===== config.mk =====
export PLATFORM = sky130hd
export DESIGN_NAME = pbs_select
export DESIGN_NICKNAME = d
export VERILOG_FILES = /design/src/pbs_pkg.sv /design/src/pbs_pin_route.sv /design/src/pbs_select.sv
export VERILOG_INCLUDE_DIRS = /design/src
export SDC_FILE = /design/constraint.sdc
export NUM_CORES = 1
export LEC_CHECK = 0
export BUFFER_PORTS_ARGS = -buffer_cell sky130_fd_sc_hd__buf_2
export CORE_MARGIN = 2
export CORE_UTILIZATION = 30
export CTS_CLUSTER_DIAMETER = 80
export DETAILED_ROUTE_END_ITERATION = 10
export SYNTH_ARGS = -nofsm -noshare
export SYNTH_HDL_FRONTEND = slang
export SYNTH_SLANG_ARGS = --single-unit

===== constraint.sdc =====
create_clock -name pclk -period 2.45 [get_ports pclk]
set_input_delay 0.1225 -clock pclk [delete_from_list [all_inputs] [get_ports pclk]]
set_output_delay 0.1225 -clock pclk [all_outputs]
set_load 0.03 [all_outputs]

===== src/pbs_map.svh =====
// register offsets, field positions and mode codes for the port b low function select
`ifndef PBS_MAP_SVH
`define PBS_MAP_SVH

`define PBS_SEL_INDEX      32'h05FFFFCE
`define PBS_SEL_ADDR       32'h17FFFF38
`define PBS_ADDR_MASK      32'h0000FFFF
`define PBS_SEL_RESET      16'h0000
`define PBS_PAD_RESET      8'h00
`define PBS_OWN_RESET      8'hFF
`define PBS_SEL_WIDTH      16
`define PBS_PINS           8
`define PBS_MODE_GPIO      2'h0
`define PBS_MODE_ALT1      2'h1
`define PBS_MODE_ALT2      2'h2
`define PBS_MODE_ALT3      2'h3
`define PBS_PIN7           7
`define PBS_PIN6           6
`define PBS_PIN5           5
`define PBS_PIN4           4
`define PBS_PIN4_LO        8
`define PBS_PIN4_HI        9

`endif


===== src/pbs_pkg.sv =====
// types shared by the port b low function select block
package pbs_pkg;

    typedef enum logic [1:0] {
        pbs_fn_gpio,
        pbs_fn_alt1,
        pbs_fn_alt2,
        pbs_fn_alt3
    } pbs_fn_type;

    // per-pin routing toward the pad
    typedef struct packed {
        logic out_val;
        logic out_en;
        logic gpio_owned;
    } pbs_pad_type;

    // signals coming back from the alternate units for one pin
    typedef struct packed {
        logic pattern_val;
        logic timer_val;
        logic timer_oe;
    } pbs_alt_type;

endpackage : pbs_pkg


===== src/pbs_pin_route.sv =====
// one pin's multiplexer between general-purpose port logic and alternate units
`timescale 1ns/1ps
`include "pbs_map.svh"

module pbs_pin_route #(
    parameter bit HAS_CLK_IN  = 1'b0,   // code 01 selects a timer clock input when ALT1_VALID is also set
    parameter bit ALT1_VALID  = 1'b0    // code 01 is a real function here
) (
    input  wire logic [1:0]          mode,      // two-bit mode field
    input  wire logic                gpio_val,  // port data bit
    input  wire logic                gpio_oe,   // port direction bit
    input  wire pbs_pkg::pbs_alt_type alt,      // alternate unit signals
    input  wire logic                pad_in,    // level seen at the pad
    output pbs_pkg::pbs_pad_type     pad,       // drive toward the pad
    output logic                     clk_in     // pad forwarded to timer clock
);

    always_comb begin
        pad.out_val    = 1'b0;
        pad.out_en     = 1'b0;
        pad.gpio_owned = 1'b0;
        clk_in         = 1'b0;
        case (mode)
            `PBS_MODE_GPIO: begin
                pad.out_val    = gpio_val;
                pad.out_en     = gpio_oe;
                pad.gpio_owned = 1'b1;
            end
            `PBS_MODE_ALT1: begin
                // input only; reserved code leaves the pad undriven
                clk_in = (HAS_CLK_IN && ALT1_VALID) ? pad_in : 1'b0;
            end
            `PBS_MODE_ALT2: begin
                pad.out_val = alt.timer_val;
                pad.out_en  = alt.timer_oe;
            end
            `PBS_MODE_ALT3: begin
                pad.out_val = alt.pattern_val;
                pad.out_en  = 1'b1;
            end
            default: begin
                pad.gpio_owned = 1'b1;
            end
        endcase
    end

endmodule : pbs_pin_route


===== src/pbs_select.sv =====
// apb register and pin routing for port b pins 7 to 0
`timescale 1ns/1ps
`include "pbs_map.svh"

module pbs_select (
    input  wire logic        pclk,                   // system clock
    input  wire logic        presetn,                // async reset, low active
    input  wire logic        psel,                   // apb select
    input  wire logic        penable,                // apb access phase
    input  wire logic        pwrite,                 // apb direction
    input  wire logic [31:0] paddr,                  // apb byte address
    input  wire logic [31:0] pwdata,                 // apb write data
    input  wire logic [3:0]  pstrb,                  // apb byte strobes
    output logic      [31:0] prdata,                 // apb read data
    output logic             pready,                 // apb ready
    output logic             pslverr,                // apb error
    input  wire logic [7:0]  gpio_val,               // port data bits
    input  wire logic [7:0]  gpio_oe,                // port direction bits
    input  wire logic [7:0]  pad_in,                 // pad levels
    input  wire logic [7:0]  timer_val,              // timer pin values per pin
    input  wire logic [7:0]  timer_oe,               // timer pin enables per pin
    input  wire logic [7:0]  pattern_bit,            // pattern unit bits 7..0
    output logic      [7:0]  pad_out,                // pad output value
    output logic      [7:0]  pad_oe,                 // pad output enable
    output logic      [7:0]  gpio_owned,             // pin belongs to port logic
    output logic             timer_ext_clock_d,      // pin 7 to timer clock d
    output logic             timer_ext_clock_c,      // pin 6 to timer clock c
    output logic      [15:0] port_b_low_function_select // current field value
);

    localparam int PINS = `PBS_PINS;

    logic [15:0] sel_reg;
    logic [15:0] sel_next;
    logic        ready_reg;
    logic        ready_next;
    logic        err_reg;
    logic        err_next;
    logic [31:0] rdata_reg;
    logic [31:0] rdata_next;

    logic [7:0]  route_out;
    logic [7:0]  route_oe;
    logic [7:0]  route_own;
    logic [7:0]  route_clk;

    logic [7:0]  pad_out_reg;
    logic [7:0]  pad_oe_reg;
    logic [7:0]  own_reg;
    logic        clkd_reg;
    logic        clkc_reg;
    logic [7:0]  pad_out_next;
    logic [7:0]  pad_oe_next;
    logic [7:0]  own_next;
    logic        clkd_next;
    logic        clkc_next;

    // only the low half of the byte address is decoded, so the register aliases
    function automatic logic addr_hit(input logic [31:0] a);
        addr_hit = ((a & `PBS_ADDR_MASK) == (`PBS_SEL_ADDR & `PBS_ADDR_MASK));
    endfunction : addr_hit

    function automatic logic [1:0] field_of(input logic [15:0] r, input int pin);
        field_of = r[2*pin +: 2];
    endfunction : field_of

    // zero-wait-state slave: ready comes in the first access cycle
    always_comb begin
        sel_next   = sel_reg;
        ready_next = 1'b0;
        err_next   = 1'b0;
        rdata_next = rdata_reg;
        if (psel && !penable) begin
            ready_next = 1'b1;
            err_next   = !addr_hit(paddr);
            rdata_next = 32'h00000000;
            if (!pwrite && addr_hit(paddr)) begin
                rdata_next = {16'h0000, sel_reg};
            end
        end
        if (psel && penable && ready_reg && pwrite && addr_hit(paddr)) begin
            // byte lanes map low and high field halves
            if (pstrb[0]) begin
                sel_next[7:0] = pwdata[7:0];
            end
            if (pstrb[1]) begin
                sel_next[15:8] = pwdata[15:8];
            end
        end
    end

    always_ff @(posedge pclk or negedge presetn) begin
        if (!presetn) begin
            sel_reg   <= `PBS_SEL_RESET;
            ready_reg <= 1'b0;
            err_reg   <= 1'b0;
            rdata_reg <= 32'h00000000;
        end else begin
            sel_reg   <= sel_next;
            ready_reg <= ready_next;
            err_reg   <= err_next;
            rdata_reg <= rdata_next;
        end
    end

    genvar g;
    generate
        for (g = 0; g < PINS; g++) begin : g_pin
            pbs_pkg::pbs_alt_type alt;
            pbs_pkg::pbs_pad_type pad;
            assign alt.pattern_val = pattern_bit[g];
            assign alt.timer_val   = timer_val[g];
            assign alt.timer_oe    = timer_oe[g];
            pbs_pin_route #(
                .HAS_CLK_IN (g == `PBS_PIN7 || g == `PBS_PIN6),
                .ALT1_VALID (g == `PBS_PIN7 || g == `PBS_PIN6)
            ) u_route (
                .mode     (field_of(sel_reg, g)),
                .gpio_val (gpio_val[g]),
                .gpio_oe  (gpio_oe[g]),
                .alt      (alt),
                .pad_in   (pad_in[g]),
                .pad      (pad),
                .clk_in   (route_clk[g])
            );
            assign route_out[g] = pad.out_val;
            assign route_oe[g]  = pad.out_en;
            assign route_own[g] = pad.gpio_owned;
        end
    endgenerate

    // registered pad side; adds one cycle of latency to every route
    always_comb begin
        pad_out_next = route_out;
        pad_oe_next  = route_oe;
        // pin 4 follows its field like the rest
        own_next     = route_own;
        clkd_next    = route_clk[`PBS_PIN7];
        clkc_next    = route_clk[`PBS_PIN6];
    end

    always_ff @(posedge pclk or negedge presetn) begin
        if (!presetn) begin
            pad_out_reg <= `PBS_PAD_RESET;
            pad_oe_reg  <= `PBS_PAD_RESET;
            own_reg     <= `PBS_OWN_RESET;
            clkd_reg    <= 1'b0;
            clkc_reg    <= 1'b0;
        end else begin
            pad_out_reg <= pad_out_next;
            pad_oe_reg  <= pad_oe_next;
            own_reg     <= own_next;
            clkd_reg    <= clkd_next;
            clkc_reg    <= clkc_next;
        end
    end

    assign prdata                     = rdata_reg;
    assign pready                     = ready_reg;
    assign pslverr                    = err_reg;
    assign pad_out                    = pad_out_reg;
    assign pad_oe                     = pad_oe_reg;
    assign gpio_owned                 = own_reg;
    assign timer_ext_clock_d          = clkd_reg;
    assign timer_ext_clock_c          = clkc_reg;
    assign port_b_low_function_select = sel_reg;

endmodule : pbs_select


==> impl_metrics.toml <==
[detailed_routing]
dr.pass1.iters = 4
routedWlPerCell_um = 12.6
totalWireLength_mm = 5.61
drc = 0
via_count = 1943
drtIter0Drc = 37
avgViaCountPerCell = 4.38
ant_nets = 0

[min_path]
holdPathStages = 3
worst_hold_path_type = "primary input to flop"
holdCritStartpoint = "gpio_oe[3]"
hold_end = "pad_oe[3]"

[global_routing]
grt_max_degree = 61
grt-ovfl-total = 0
grt_pass1_wl_mm = 8.51
grt.total_usage_pct = 12.8
antenna_found_initial = 0
grt_pass1_vias = 1826

[synth]
syn-cell-area_um2 = 2400
synth_top_area_share_pct = 54.1
ys_async_sr_fraction_pct = 100
yosysSeqAreaShare_pct = 62.9
yosysUniqueCellTypes = 22
avgSynthCellArea_um2 = 13.5
synth_common_cells = "dfrtp_1 (52), a22o_1 (24), mux2_2 (22)"
synth_ff_type = "dfrtp_1"
synth_area_leaders = "dfrtp_1 (54%), mux2_2 (10%), dfstp_2 (8.7%)"
synth_edf_count = 0
synth.most_common_cell = "dfrtp_1"
syn_inst = 178
ys_ff_latch = 60
yosysTopAreaCell = "dfrtp_1"
synth_warnings = 0

[placed_design]
place_ws_ns = 0.510
gp_congestion = 0.728
portBuffers = 140
hpwlAfterDp_mm = 4.11

[layout]
drive_above_1_share_pct = 56.1
num-fill-cells = 733
register_area_um2 = 1510
diodes = 0
syn_to_final_growth_pct = 43.2
finalNetCount = 459
multi_input_area_um2 = 806

[sta]
worstMarginPinSlew_ns = 0.734
fin_crit_sh_pct = 63.5
period_needed_ns = 1.56
worst_slack_ns = 0.893
slew_viol_final = 0
setup_viol = 0
clock_skew_ns = 0.00503
max-slew-margin-rel_pct = 51.1
max_freq_mhz = 642
rsz0062_at_grt = "no"
fin_setup_tns_ns = 0
hold_violations = 0

[cts]
clockRootBuffer = "clkbuf_8"
cts-hold-fix-buffers = 10
cts_resized = 0
cts.sinks = 60
post_cts_buffers = 0
clockBufferDepth = 2
cts.clk_slew.worst_paths_ns = 0.06
numCtsBuffers = 9
clock_latency_ns = 0.32
cts_tree = "done"
htreeDepth = 3

[worst_setup_path]
reg2reg_to = "port_b_low_function_select[5]"
crit_type = "primary input to flop"
critPathArrivalTime_ns = 1.77
reg2reg_depth = 4
r2r_setup_slack_ns = 0.92
required_ns = 2.66
startpoint_type = "primary input"
reg2reg_from = "pready"
crit_path_end_kind = "flop"
worstPathMaxFanout = 8

[power_and_ir_drop]
peakVddDrop_mv = 0.255
p_total_mw = 1.98
cellPowerDensity_nw_per_um2 = 574
leakagePower_nw = 1.89

[floorplanning]
start_util_pct = 31.1
rows = 32
ios = 197
die_h_um = 93.5
die_area_um2 = 8740
die_x_um = 93.5
coreArea_um2 = 7730

[status]
status = "finished, final reports clean"

[job]
drv_cap = 0
-- logic make-up (layout without fill, tap and decap cells) --
family                 count (synthesis)  after routing  synth area share [%]
AOI/OAI and AO/OA                     32             32                  10.4
buffers and inverters                 20            169                  5.93
DFF                                   60             60                  62.9
muxes                                 24             24                  11.2
other                                  1             16                 0.156
and+or+nand+nor                       41             41                  9.37
-- per-layer routing --
layer	track usage (%)	vias up	part of all wire, %
met5	0	-	0
met4	6.62	0	2.2
met3	3.22	10	8.1
met2	20.4	98	47
met1	15.9	911	43
li1	-	924	-
-- critical path, stage by stage --
cell     delay [ns]
buf_2          0.10
or4_4          0.53
nor4_2         0.34
nand3_2        0.29
mux2_1         0.38
-- layout by cell type, fill, tap and decap left out --
master and instances:
a22o_1 24, clkbuf_1 2, mux2_1 2, and4_1 1
nand2b_1 1, nand3_2 2, dfstp_2 8, nand2_1 18
and2_1 1, nor2_1 10, buf_2 140, inv_1 1
buf_4 3, or4_4 2, dfrtp_1 52, nand4_1 3
dlygate4sd3_1 10, o21ai_0 8, nor3_4 1, nand4b_1 1
clkbuf_8 11, conb_1 16, mux2_2 22, clkinv_2 2
nor4_2 1
-- cell type report --
type | count | area share, %
timing repair buffer | 153 | 23.9
clock buffer | 13 | 4.62
multi-input combinational | 113 | 23.4
tap | 102 | 3.71
inverter | 1 | 0.109
clock inverter | 2 | 0.291
sequential | 60 | 43.9
-- stage by stage --
step / utilization [%] / hold slack, ns / area [µm²] / std cells
2_1_floorplan: - / -0.173 / 2460 / 193
4_1_cts: 44.5 / 0.000505 / 3440 / 444
5_1_grt: 44.5 / 0.00150 / 3440 / 444
3_3_place_gp: 41.0 / 0.322 / 3170 / 419
3_5_place_dp: 41.0 / 0.323 / 3170 / 419
6_report: 44.5 / 0.0122 / 3440 / 444
-- report_power, final --
part	total [mW]	switching, mW	internal, mW
registers	1.01	0.00341	1.01
clock network	0.761	0.348	0.414
logic	0.204	0.122	0.0822
-- worst max path at each step --
stage | from | endpoint | slack [ns] | cells past startpoint
CTS | paddr[1] | port_b_low_function_select[14] | 0.86 | 5
floorplan | paddr[1] | prdata[14] | 0.80 | 5
global placement | paddr[1] | port_b_low_function_select[5] | 0.52 | 5
detailed placement | paddr[1] | port_b_low_function_select[5] | 0.51 | 5
finish | paddr[1] | port_b_low_function_select[5] | 0.89 | 5
global route | pready | port_b_low_function_select[5] | 0.77 | 4
Note: power is estimated with default switching activity, not from simulation.
